$ cat src/devl_params.svh
// register offsets, field positions and reset values of the event latch block
`ifndef DEVL_PARAMS_SVH
`define DEVL_PARAMS_SVH
// global range byte offsets
`define DEVL_OFF_STAT 12'h000
`define DEVL_OFF_LATCH_LO 12'h010
`define DEVL_OFF_LATCH_HI 12'h014
`define DEVL_OFF_CLR_LO 12'h018
`define DEVL_OFF_CLR_HI 12'h01c
`define DEVL_OFF_SET_LO 12'h020
`define DEVL_OFF_SET_HI 12'h024
`define DEVL_OFF_SETP_LO 12'h028
`define DEVL_OFF_SETP_HI 12'h02c
`define DEVL_OFF_EN_LO 12'h030
`define DEVL_OFF_EN_HI 12'h034
`define DEVL_OFF_MISS_LO 12'h038
`define DEVL_OFF_MISS_HI 12'h03c
`define DEVL_OFF_MCLR_LO 12'h040
`define DEVL_OFF_MCLR_HI 12'h044
`define DEVL_OFF_RAE_LO 12'h048
`define DEVL_OFF_RAE_HI 12'h04c
`define DEVL_OFF_IEN 12'h050
`define DEVL_OFF_ISTAT 12'h054
`define DEVL_OFF_ICLR 12'h058
// shadow range: same layout, offset by this base
`define DEVL_SHADOW_BASE 12'h800
// status field positions
`define DEVL_ST_WRESP 3
`define DEVL_ST_XFER 2
`define DEVL_ST_QEVT 1
`define DEVL_ST_CEVT 0
// interrupt status bit raised by a new miss
`define DEVL_IRQ_MISS 4
// reset values
`define DEVL_RST_WORD 32'h0000_0000
`define DEVL_RST_CHAN 64'h0000_0000_0000_0000
`endif

$ cat src/devl_pkg.sv
// types shared by the event latch block
package devl_pkg;
   typedef logic [63:0] devl_chan_t;
   typedef struct packed
   {
      logic valid;
      logic [5:0] chan;
   } devl_svc_t;
   typedef struct packed
   {
      logic wresp_busy;
      logic xfer_busy;
      logic quick_pend;
   } devl_act_t;
endpackage

$ cat src/devl_pick.sv
// lowest-numbered pending channel picker
`timescale 1ns/1ps
`default_nettype none
module devl_pick
(
   // pending bitmap
   input wire logic [63:0] pend,
   // chosen channel
   output devl_pkg::devl_svc_t pick
);
   // fixed priority: channel 0 wins, simple and cheap for 64 inputs
   always_comb
   begin
      pick = '0;
      for (int i = 63; i >= 0; i--)
      begin
         if (pend[i])
         begin
            pick.valid = 1'b1;
            pick.chan = 6'(i);
         end
      end
   end
endmodule
`default_nettype wire

$ cat src/devl_top.sv
// channel event latch, enable, miss and activity status with apb access
//
// Decided for this implementation: the placing of the registers and register access over APB.
`timescale 1ns/1ps
`default_nettype none
`include "devl_params.svh"
module devl_top
(
   // clock and reset
   input wire logic mclk,
   input wire logic rst,
   // apb slave
   input wire logic psel,
   input wire logic penable,
   input wire logic pwrite,
   input wire logic [11:0] paddr,
   input wire logic [31:0] pwdata,
   output logic [31:0] prdata,
   output logic pready,
   output logic pslverr,
   // external events, one pulse per event
   input wire logic [63:0] ext_event,
   // chained events raised by completion logic
   input wire logic [63:0] chain_event,
   // activity from neighbouring logic
   input wire devl_pkg::devl_act_t act_in,
   // service handshake toward prioritisation
   output devl_pkg::devl_svc_t svc_req,
   input wire logic svc_ack,
   // interrupt
   output logic irq
);

   // ****************************************
   // state
   // ****************************************
   // channel vectors, bit index is the channel number
   devl_pkg::devl_chan_t latch_r;
   devl_pkg::devl_chan_t en_r;
   devl_pkg::devl_chan_t miss_r;
   devl_pkg::devl_chan_t setp_r;
   devl_pkg::devl_chan_t chain_r;
   devl_pkg::devl_chan_t rae_r;
   logic [31:0] stat_r;
   logic [31:0] ien_r;
   logic [31:0] istat_r;
   // decode strobes and next values
   devl_pkg::devl_svc_t pick;
   devl_pkg::devl_chan_t pend;
   devl_pkg::devl_chan_t wmask;
   devl_pkg::devl_chan_t clr_w;
   devl_pkg::devl_chan_t set_w;
   devl_pkg::devl_chan_t mclr_w;
   devl_pkg::devl_chan_t svc_clr;
   devl_pkg::devl_chan_t miss_nxt;
   logic [31:0] rdata_nxt;
   logic err_nxt;
   logic wr_acc;
   logic rd_acc;
   logic shadow;
   logic [11:0] off;
   logic [31:0] evt_nxt;
   logic [31:0] iclr_w;
   logic [31:0] irq_src;

   // ****************************************
   // apb decode
   // ****************************************
   // one wait state: taken in the first access cycle, pready the next
   // gating with pready keeps a held access from landing twice
   assign wr_acc = psel & penable & pwrite & ~pready;
   assign rd_acc = psel & penable & ~pwrite & ~pready;
   assign shadow = paddr >= `DEVL_SHADOW_BASE;
   assign off = shadow ? paddr - `DEVL_SHADOW_BASE : paddr;

   // shadow accesses only reach channels the region enable allows
   always_comb
   begin
      wmask = '1;
      if (shadow)
         wmask = rae_r;
   end

   // write strobes, decoded per word into 64-bit channel vectors
   // a shadow write reaches only the channels its region may touch
   always_comb
   begin
      clr_w = '0;
      set_w = '0;
      mclr_w = '0;
      if (wr_acc)
      begin
         case (off)
            `DEVL_OFF_CLR_LO: clr_w[31:0] = pwdata;
            `DEVL_OFF_CLR_HI: clr_w[63:32] = pwdata;
            `DEVL_OFF_SET_LO: set_w[31:0] = pwdata;
            `DEVL_OFF_SET_HI: set_w[63:32] = pwdata;
            `DEVL_OFF_MCLR_LO: mclr_w[31:0] = pwdata;
            `DEVL_OFF_MCLR_HI: mclr_w[63:32] = pwdata;
            default: ;
         endcase
      end
      clr_w = clr_w & wmask;
      set_w = set_w & wmask;
      mclr_w = mclr_w & wmask;
   end

   // ****************************************
   // event pending and service
   // ****************************************
   // latched needs enable; software set and chained events do not
   assign pend = (latch_r & en_r) | setp_r | chain_r;

   // lowest channel first; a busy low channel can starve higher ones
   devl_pick i_devl_pick
   (
      .pend(pend),
      .pick(pick)
   );

   // service clears on the acked channel only
   always_comb
   begin
      svc_clr = '0;
      if (svc_ack & svc_req.valid)
         svc_clr[svc_req.chan] = 1'b1;
   end

   // request stays stable until acked, then re-evaluated next cycle
   // the idle cycle after an ack lets the cleared bit leave the pick
   always_ff @(posedge mclk or posedge rst)
   begin
      if (rst)
         svc_req <= '0;
      else if (svc_ack | ~svc_req.valid)
         svc_req <= (svc_ack & svc_req.valid) ? '0 : pick;
   end

   // ****************************************
   // latch, set, chain and miss
   // ****************************************
   // set beats any clear in the same cycle; no direct writes reach it
   // an event and a clear together keep the bit, so no event is dropped
   always_ff @(posedge mclk or posedge rst)
   begin
      if (rst)
         latch_r <= `DEVL_RST_CHAN;
      else
         latch_r <= ext_event | (latch_r & ~clr_w & ~svc_clr);
   end

   // software set pending, independent of the enable bits
   always_ff @(posedge mclk or posedge rst)
   begin
      if (rst)
         setp_r <= `DEVL_RST_CHAN;
      else
         setp_r <= set_w | (setp_r & ~clr_w & ~svc_clr);
   end

   // chained events leave only by service, software clear leaves them
   always_ff @(posedge mclk or posedge rst)
   begin
      if (rst)
         chain_r <= `DEVL_RST_CHAN;
      else
         chain_r <= chain_event | (chain_r & ~svc_clr);
   end

   // miss: new event on a latched enabled bit, even when cleared alongside
   assign miss_nxt = ext_event & latch_r & en_r;

   // miss bits stay until cleared; a new miss beats its clear
   always_ff @(posedge mclk or posedge rst)
   begin
      if (rst)
         miss_r <= `DEVL_RST_CHAN;
      else
         miss_r <= miss_nxt | (miss_r & ~mclr_w);
   end

   // ****************************************
   // plain control registers
   // ****************************************
   // enable writes touch only the bits the addressed range may reach
   always_ff @(posedge mclk or posedge rst)
   begin
      if (rst)
         en_r <= `DEVL_RST_CHAN;
      else if (wr_acc && off == `DEVL_OFF_EN_LO)
         en_r[31:0] <= (pwdata & wmask[31:0])
            | (en_r[31:0] & ~wmask[31:0]);
      else if (wr_acc && off == `DEVL_OFF_EN_HI)
         en_r[63:32] <= (pwdata & wmask[63:32])
            | (en_r[63:32] & ~wmask[63:32]);
   end

   // region enables only from the global range, else shadow could open itself
   always_ff @(posedge mclk or posedge rst)
   begin
      if (rst)
         rae_r <= `DEVL_RST_CHAN;
      else if (wr_acc && !shadow && off == `DEVL_OFF_RAE_LO)
         rae_r[31:0] <= pwdata;
      else if (wr_acc && !shadow && off == `DEVL_OFF_RAE_HI)
         rae_r[63:32] <= pwdata;
   end

   // interrupt enable, global range only
   always_ff @(posedge mclk or posedge rst)
   begin
      if (rst)
         ien_r <= `DEVL_RST_WORD;
      else if (wr_acc && !shadow && off == `DEVL_OFF_IEN)
         ien_r <= pwdata;
   end

   // ****************************************
   // activity status
   // ****************************************
   // raw activity bits, registered below so status reads are glitch free
   always_comb
   begin
      evt_nxt = '0;
      evt_nxt[`DEVL_ST_WRESP] = act_in.wresp_busy;
      evt_nxt[`DEVL_ST_XFER] = act_in.xfer_busy | svc_req.valid;
      evt_nxt[`DEVL_ST_QEVT] = act_in.quick_pend;
      evt_nxt[`DEVL_ST_CEVT] = |pend;
   end

   // status runs one cycle behind its sources
   always_ff @(posedge mclk or posedge rst)
   begin
      if (rst)
         stat_r <= `DEVL_RST_WORD;
      else
         stat_r <= evt_nxt;
   end

   // ****************************************
   // interrupt: sticky on rising activity and on misses
   // ****************************************
   // sources: rising status bits and any new miss
   always_comb
   begin
      irq_src = '0;
      irq_src[3:0] = evt_nxt[3:0] & ~stat_r[3:0];
      irq_src[`DEVL_IRQ_MISS] = |miss_nxt;
   end

   // clear strobe, write-only and reachable from the global range only
   always_comb
   begin
      iclr_w = '0;
      if (wr_acc && !shadow && off == `DEVL_OFF_ICLR)
         iclr_w = pwdata;
   end

   // a write-one clear loses to a set in the same cycle
   always_ff @(posedge mclk or posedge rst)
   begin
      if (rst)
         istat_r <= `DEVL_RST_WORD;
      else
         istat_r <= irq_src | (istat_r & ~iclr_w);
   end

   // level interrupt, one cycle behind the status that raised it
   always_ff @(posedge mclk or posedge rst)
   begin
      if (rst)
         irq <= 1'b0;
      else
         irq <= |(istat_r & ien_r);
   end

   // ****************************************
   // read mux and response
   // ****************************************
   // read mux; shadow reads of channel registers other than the region enables see only the channels their range allows
   always_comb
   begin
      rdata_nxt = '0;
      err_nxt = 1'b0;
      case (off)
         `DEVL_OFF_STAT: rdata_nxt = stat_r;
         `DEVL_OFF_LATCH_LO: rdata_nxt = latch_r[31:0] & wmask[31:0];
         `DEVL_OFF_LATCH_HI: rdata_nxt = latch_r[63:32] & wmask[63:32];
         `DEVL_OFF_SETP_LO: rdata_nxt = setp_r[31:0] & wmask[31:0];
         `DEVL_OFF_SETP_HI: rdata_nxt = setp_r[63:32] & wmask[63:32];
         `DEVL_OFF_EN_LO: rdata_nxt = en_r[31:0] & wmask[31:0];
         `DEVL_OFF_EN_HI: rdata_nxt = en_r[63:32] & wmask[63:32];
         `DEVL_OFF_MISS_LO: rdata_nxt = miss_r[31:0] & wmask[31:0];
         `DEVL_OFF_MISS_HI: rdata_nxt = miss_r[63:32] & wmask[63:32];
         `DEVL_OFF_RAE_LO: rdata_nxt = rae_r[31:0];
         `DEVL_OFF_RAE_HI: rdata_nxt = rae_r[63:32];
         `DEVL_OFF_IEN: rdata_nxt = ien_r;
         // interrupt status only reads; its clear sits at its own offset
         `DEVL_OFF_ISTAT: rdata_nxt = istat_r;
         // write-only registers are accepted and read as zero
         `DEVL_OFF_CLR_LO, `DEVL_OFF_CLR_HI, `DEVL_OFF_SET_LO,
         `DEVL_OFF_SET_HI, `DEVL_OFF_MCLR_LO, `DEVL_OFF_MCLR_HI,
         `DEVL_OFF_ICLR: ;
         default: err_nxt = 1'b1;
      endcase
   end

   // answer one cycle into the access phase
   always_ff @(posedge mclk or posedge rst)
   begin
      if (rst)
      begin
         pready <= 1'b0;
         prdata <= `DEVL_RST_WORD;
         pslverr <= 1'b0;
      end
      else
      begin
         pready <= psel & penable & ~pready;
         pslverr <= psel & penable & ~pready & err_nxt;
         // read data moves only on a read, a write leaves the last value
         if (rd_acc)
            prdata <= err_nxt ? 32'h0 : rdata_nxt;
      end
   end

endmodule
`default_nettype wire

$ cat config.mk
export PLATFORM = sky130hd
export DESIGN_NAME = devl_top
export DESIGN_NICKNAME = d
export VERILOG_FILES = /design/src/devl_pkg.sv /design/src/devl_pick.sv /design/src/devl_top.sv
export VERILOG_INCLUDE_DIRS = /design/src
export SDC_FILE = /design/constraint.sdc
export NUM_CORES = 1
export LEC_CHECK = 0
export ABC_AREA = 1
export BUFFER_PORTS_ARGS = -buffer_cell sky130_fd_sc_hd__buf_2
export CAP_MARGIN = 20
export CORE_AREA = 2 2 319 321
export CTS_CLUSTER_SIZE = 10
export DETAILED_ROUTE_END_ITERATION = 6
export DIE_AREA = 0 0 321 323
export GPL_ROUTABILITY_DRIVEN = 1
export PLACE_DENSITY_LB_ADDON = 0.3
export SETUP_SLACK_MARGIN = 0.5
export SYNTH_ARGS = -nofsm -noshare
export SYNTH_HDL_FRONTEND = slang
export SYNTH_SLANG_ARGS = --single-unit
$ cat constraint.sdc
create_clock -name mclk -period 16 [get_ports mclk]
set_input_delay 2.4 -clock mclk [delete_from_list [all_inputs] [get_ports mclk]]
set_output_delay 2.4 -clock mclk [all_outputs]
set_load 0.02 [all_outputs]
# Word-level counts from Yosys, hierarchy flattened
# Cells that the tools add are included.
# Widths: inputs -> output; s select.
[word_totals]
out_inout_bits = 42
reg_bits = 494
input_bits = 181
elab_cells = 197
[op_classes]
eq_ne = 19
mux = 83
bitwise_logic = 58
n_reduce_logical = 16
order_cmp = 3
add_sub_neg = 1
[op_table]
columns = ["op", "n"]
rows = [
  ["$and 64x64->64", 12],
  ["$mux 7", 65],
  ["$and 32x32->32", 14],
  ["$pmux 32 s13", 1],
  ["$or 64x64->64", 6],
  ["$mux 64", 5],
  ["$mux 32", 8],
  ["$not 64->64", 3],
  ["$reduce_or 64->1", 2],
  ["$eq 12x6->1 const B", 8],
  ["$not 32->32", 3],
  ["$eq 12x7->1 const B", 7],
  ["$or 32x32->32", 2],
  ["$eq 12x5->1 const B", 4],
  ["$or 5x32->32", 1],
  ["$reduce_or 32->1", 1],
  ["$reduce_or 20->1", 1],
  ["$ge 12x12->1 const B", 1],
  ["$logic_not 12->1", 1],
  ["$mux 12", 1],
  ["$sub 12x12->12 const B", 1],
  ["$and 1x1->1", 8],
  ["$logic_and 1x1->1", 8],
  ["$lt 6x7->1 const B", 1],
  ["9 further kinds", 16],
]

# Logic depth before layout (Yosys ltp)
# Gate-level depths: netlist of run 1.
[depth]
word_depth = 68
depth_mapped = 67
ltp_nobuf = 67

# By module
# Synthesis of run 1 repeated with hierarchy kept, for this count alone.
[unflattened]
hier_cells = 3515
area_unflattened_um2 = 26062.5
[by_module_without_submodules]
columns = ["mod", "seq_area_each_um2", "cells_each", "n_inst", "area_per_inst_um2"]
rows = [
  ["devl_top", 12361.9, 3288, 1, 25049.0],
  ["devl_pick", 0.0, 227, 1, 1013.5],
]

# Worst setup path after synthesis of run 1
# No wires, ideal clock.
[synth_path]
path_type = "input port to flip-flop"
from = "input paddr[9]"
to = "register prdata[6]"
n_path_buf = 1
arrival_ns = 4.435
path_stages = 15
setup_time_ns = 0.123
path_slack_ns = 11.442
t_required_ns = 15.877
cell_sequence = "nor3_1 > clkinv_1 > nor2_1 > inv_1 > nor2_1 > inv_1 > nand2_1 > inv_1 > nand2_1 > clkbuf_1 > o21ai_0 > a221oi_1 > o31ai_1 > o21ai_0 > nand2_1"
[synth_via]
elab_chain_len = 5
elab_cells_between_ends = 35
cone_classes = "1 x add/sub; 1 x order compare; 19 x eq/ne; 4 x mux; 8 x bitwise; 2 x reduce/logical"
[synth_lines]
columns = ["item", "line", "rtl"]
rows = [
  ["start, declared", "devl_top.sv:16", "input wire logic [11:0] paddr,"],
  ["$sub 12x12->12 (no line) or $ge 12x12->1 (tied branches)", "-", ""],
  ["$mux 12 or $mux 64 (tied branches)", "devl_top.sv:74, devl_top.sv:80", ""],
  ["$eq 12x7->1 (tied with other cells)", "devl_top.sv:285", "case (off)"],
  ["$pmux 32 s13 or $reduce_or 20->1 (tied branches)", "-", ""],
  ["$mux 32 *", "devl_top.sv:323", "prdata <= err_nxt ? 32'h0 : rdata_nxt;"],
  ["end signal, assigned", "devl_top.sv:314", "prdata <= `DEVL_RST_WORD;"],
  ["end signal, assigned", "devl_top.sv:323", ""],
  ["end, declared", "devl_top.sv:18", "output logic [31:0] prdata,"],
]
# Every way passes the cells marked *; elsewhere a longest branch is shown, timed or not.
# A chain may end at the register's enable or synchronous reset.

# Worst setup path after layout of run 1
[layout_path]
from = "input paddr[9]"
to = "register prdata[27]"
# Same word-level chain as after synthesis.

==> results.toml, run 1 <==
[sta]
slew-limit-headroom = 0.286
finalHoldViolations = 0
fin_skew_ns = 0.0191
whs_ns = 0.488
rsz0062_at_grt = "no"
fin_tns_setup_ns = 0
finalCritPeriodShare = 0.385
fmax_ghz = 0.162
fin_crit_ns = 6.16
final-setup-viol-count = 0
worst_pin_slew_ns = 1.06
slew_violations = 0

[placed_design]
port_buffers = 222
place.gp.congestion = 0.943
hpwl_mm = 84.6
placed_cells = 4620

[power_and_ir_drop]
p_leak_nw = 13.4
ir_drop_mv = 0.0896
p_per_area_nw_per_um2 = 88.0

[setup_path]
critPathLaunchType = "input port"
required_ns = 16.50
path_max_fanout = 34
endpoint_kind = "flop"
critPathKind = "in -> reg"
crit_arrival_ns = 6.67

[floorplanning]
die_y_um = 323
initial_utilization = 0.247
dieArea_um2 = 104000
core-area_um2 = 101000
io_pins = 223
row_count = 117
die_x_um = 321

[global_routing]
grt_max_degree = 172
antenna_found_initial = 7
gr-total-overflow = 0
grt_first_pass_wirelength_mm = 163
grt_pass1_vias = 22600
track_usage = 0.214

[finish]
area_delta_synth_final_pct = 17.0
finalNetCount = 3551
final_cells = 4695
fillers = 11000
drive_gt1_frac = 0.114

[yosys]
synth_fp_nets = 3341
synth_ff_type = "dfrtp_1"
yosysTopAreaCell = "dfrtp_1"
ys_seq_area_frac = 0.497
yosysWarnings = 0
synth_area_leaders = "dfrtp_1, nand2_1, o21ai_0, inv_1, nor2_1"
synth_edf_count = 0
synthArstFlopShare = 1.00
synth_cell_types = 39
synth_cells = 3160
syn_area_um2 = 24900
synth_common_cells = "nand2_1, dfrtp_1, inv_1"
synth_most_common_cell = "nand2_1"
yosysTopAreaCellShare = 0.497
ys_ff_latch = 494
syn_avg_cell_area_um2 = 7.88

[run]
drv_cap = 0

[outcome]
outcome = "complete, no violations"

[clocking]
cts.clk_slew.worst_paths_ns = 0.06
cts_hold_buf = 0
post_cts_buffers = 0
cts_buffers = 56
ctsResizeCount = 0
clk_latency_ns = 0.65
htree_levels = 2
cts.sinks = 494
clk_path_buf_depth = 3
cts-root-buf = "clkbuf_16"
tritoncts = "done"

[route]
detail_route.wl_per_cell_um = 23.9
ant_nets = 0
wirelength_mm = 112
vias = 23700
avgViaCountPerCell = 5.05
drc = 0
drt_iter0_drc = 2579
firstDrtPassIters = 5

[min_path]
hp-class = "reg -> reg"
==> critical path: stages <==
cell and delay (ns):
buf_2 0.10, nor3_1 0.85, clkinv_1 0.52, nor2_1 0.20, inv_1 0.09, nor2_1 0.22
inv_1 0.11, o21ai_2 0.07, buf_4 0.43, inv_1 0.43, buf_4 0.33, a211oi_1 0.22
nor3_1 0.10, a2111oi_0 0.44, o21ai_0 0.13
==> where the power goes <==
group | leakage (nW) | switching [W] | total, W | internal, W
logic | 6.89 | 0.000102 | 0.000134 | 0.0000324
registers | 5.82 | 0.00000546 | 0.00126 | 0.00126
clock network | 0.735 | 0.000539 | 0.00117 | 0.000628
==> per-layer routing <==
layer / GRT usage / share of wire / vias up
met5: 0 / 0.00043 / -
met4: 0.0708 / 0.036 / 8
met3: 0.0436 / 0.082 / 156
met2: 0.321 / 0.43 / 1131
met1: 0.306 / 0.45 / 11500
li1: - / - / 10900
==> layout make-up <==
cell class | instances | area (um2) | share of cell area
Antenna cell | 4 | 10.0 | 0.000344
Clock buffer | 65 | 1450 | 0.0496
Clock inverter | 5 | 58.8 | 0.00202
Inverter | 505 | 1900 | 0.0652
Multi-Input combinational cell | 2054 | 10300 | 0.353
Sequential cell | 494 | 12400 | 0.424
Tap cell | 1309 | 1640 | 0.0562
Timing Repair Buffer | 259 | 1420 | 0.0488
==> per-stage QoR <==
stage / power, W / setup WS [ns] / util / instance area, um2
after floorplan: 0.00134 / 6.90 / - / 24900
after global placement: 0.00142 / 9.48 / 0.274 / 27600
after detailed placement: 0.00142 / 9.36 / 0.274 / 27600
after CTS: 0.00258 / 10.03 / 0.289 / 29100
after global routing: 0.00264 / 9.68 / 0.289 / 29100
final: 0.00256 / 9.84 / 0.289 / 29100
==> cells by family after synthesis <==
kind of cell,Yosys count,synth area share
compound gates,826,0.206
buf+inv,612,0.0923
flops,494,0.497
mux,18,0.00804
simple gates,1210,0.197
==> cell usage in the layout (no fill, tap or decap), types with 8 or more instances in the layout <==
master,instances
o21ai_0,426
nor2_2,9
inv_1,493
a31o_2,19
a31oi_1,8
a211oi_1,20
nand3_1,160
buf_2,222
o32ai_1,33
o2111ai_1,45
o21bai_1,79
nor3_1,88
clkbuf_1,8
dfrtp_1,494
o211ai_1,13
o31ai_1,23
o311ai_0,16
a21oi_1,73
clkbuf_16,56
a221oi_1,44
nand2_1,662
mux2_2,16
buf_4,35
nor2_1,263
o22ai_1,17
==> path summary, 6_finish.rpt <==
kind                            start          end  slack [ns]  cells past startpoint
max                          paddr[9]   prdata[27]        9.84                     15
min                         ien_r[15]    ien_r[15]        0.49                      2
max reg2reg                setp_r[63]   svc_req[0]       11.17                     66
min reg2reg                 ien_r[15]    ien_r[15]        0.49                      2
max in group asynchronous         rst    setp_r[0]       11.55                      5
min in group asynchronous         rst  chain_r[60]        2.05                      3
No activity file was read; power rests on OpenSTA's default activity.
==> run 2: changes to the inputs <==
==> constraint.sdc (replaced) <==
create_clock -name mclk -period 6.3 [get_ports mclk]
set_input_delay 0.945 -clock mclk [delete_from_list [all_inputs] [get_ports mclk]]
set_output_delay 0.945 -clock mclk [all_outputs]
set_load 0.02 [all_outputs]
==> results.toml, run 2 (synthesis gave the netlist of run 1 again) <==
[outcome]
outcome = "complete, no violations"

[global_routing]
gr-total-overflow = 0
grt_max_degree = 165
track_usage = 0.216
antenna_found_initial = 12
grt_pass1_vias = 22700
grt_first_pass_wirelength_mm = 163

[clocking]
cts.clk_slew.worst_paths_ns = 0.06
ctsResizeCount = 0
tritoncts = "done"
cts.sinks = 494
cts_buffers = 57
clk_path_buf_depth = 3
htree_levels = 2
cts-root-buf = "clkbuf_16"
post_cts_buffers = 0
cts_hold_buf = 0
clk_latency_ns = 0.64

[setup_path]
path_max_fanout = 3
endpoint_kind = "flop"
critPathLaunchType = "flop"
path_common_cell = "nand2_1"
crit_family = "simple AND/OR/NAND/NOR gates"
cp.buffers_inverters = 0
cp_slowest_cell = "dfrtp_1"
slowest_delay_ns = 0.40
crit_arrival_ns = 4.82
critPathKind = "reg -> reg"
required_ns = 6.83

[run]
drv_cap = 0

[power_and_ir_drop]
p_leak_nw = 13.5
total_power_w = 0.00665
p_per_area_nw_per_um2 = 227
ir_drop_mv = 0.219

[route]
ant_nets = 0
firstDrtPassIters = 6
avgViaCountPerCell = 5.10
drc = 0
wirelength_mm = 114
drt_iter0_drc = 2707
vias = 24000
detail_route.wl_per_cell_um = 24.2

[floorplanning]
core-area_um2 = 101000
initial_utilization = 0.247
die_y_um = 323
dieArea_um2 = 104000
row_count = 117
die_x_um = 321
io_pins = 223

[finish]
drive_gt1_frac = 0.115
finalNetCount = 3555
final_area_um2 = 29300
fillers = 10900
final_core_util = 0.291
area_delta_synth_final_pct = 17.6
layout_common_cells = "nand2_1, dfrtp_1, inv_1"
final_cells = 4700
final_common_cell = "nand2_1"

[placed_design]
hpwl_mm = 86.1
port_buffers = 222
place.gp.congestion = 0.958
placed_cells = 4622
placed_cell_area_um2 = 27600

[sta]
worst_pin_slew_ns = 1.18
fin_skew_ns = 0.0186
slew-limit-headroom = 0.213
fmax_ghz = 0.233
final-setup-viol-count = 0
fin_tns_setup_ns = 0
fin_crit_ns = 4.30
finalHoldViolations = 0
slew_violations = 0
rsz0062_at_grt = "no"
finalCritPeriodShare = 0.682

[min_path]
hp-class = "in -> async"
==> run 2: cell types whose count changed in the layout (fill, tap and decap cells not counted), moves of 2 or more <==
cell       before  now
buf_12          1    3
diode_2         4    2
clkbuf_16      56   59
clkinv_8        3    0
==> run 2: final timing paths <==
| check | endpoint | slack (ns) | from | cells past startpoint |
|---|---|---|---|---|
| max | svc_req[0] | 2.00 | setp_r[63] | 66 |
| min | setp_r[51] | 0.43 | rst | 3 |
| max reg2reg | svc_req[0] | 2.00 | setp_r[63] | 66 |
| min reg2reg | chain_r[62] | 0.49 | chain_r[62] | 1 |
| max in group asynchronous | istat_r[3] | 4.46 | rst | 4 |
| min in group mclk | stat_r[1] | 0.44 | act_in[0] | 1 |
==> run 2: cell type report <==
cell class	count	area (um2)	share of cell area
flip-flops and latches	494	12400	0.422
multi-input cells	2054	10300	0.352
inverters	505	1900	0.0649
well taps	1309	1640	0.0560
clock buffers	69	1520	0.0521
repair buffers	262	1490	0.0509
clock inverters	5	56.3	0.00192
diodes	2	5.00	0.000171
==> run 2: power breakdown <==
group / internal [W] / switching [W]
combinational: 0.0000844 / 0.000265
sequential: 0.00319 / 0.0000141
clock: 0.00171 / 0.00138
total: 0.00499 / 0.00166
==> run 2: stage by stage <==
step                setup WS (ns)  hold WS (ns)
detailed placement           1.58         0.469
finish                       2.00         0.428
global route                 1.30         0.420
CTS                          2.01         0.411
floorplan                   -1.35         0.453
global placement             1.63         0.464
==> run 2: metal layers <==
metal,routed length [um],track usage
met5,57,0
met3,9300,0.0394
met4,4280,0.0768
met1,51500,0.308
met2,48700,0.325
==> run 2: tightest hold or removal path, delay by kind of cell <==
kind / cells / cell delay [ns]
buf+inv: 3 / 0.49
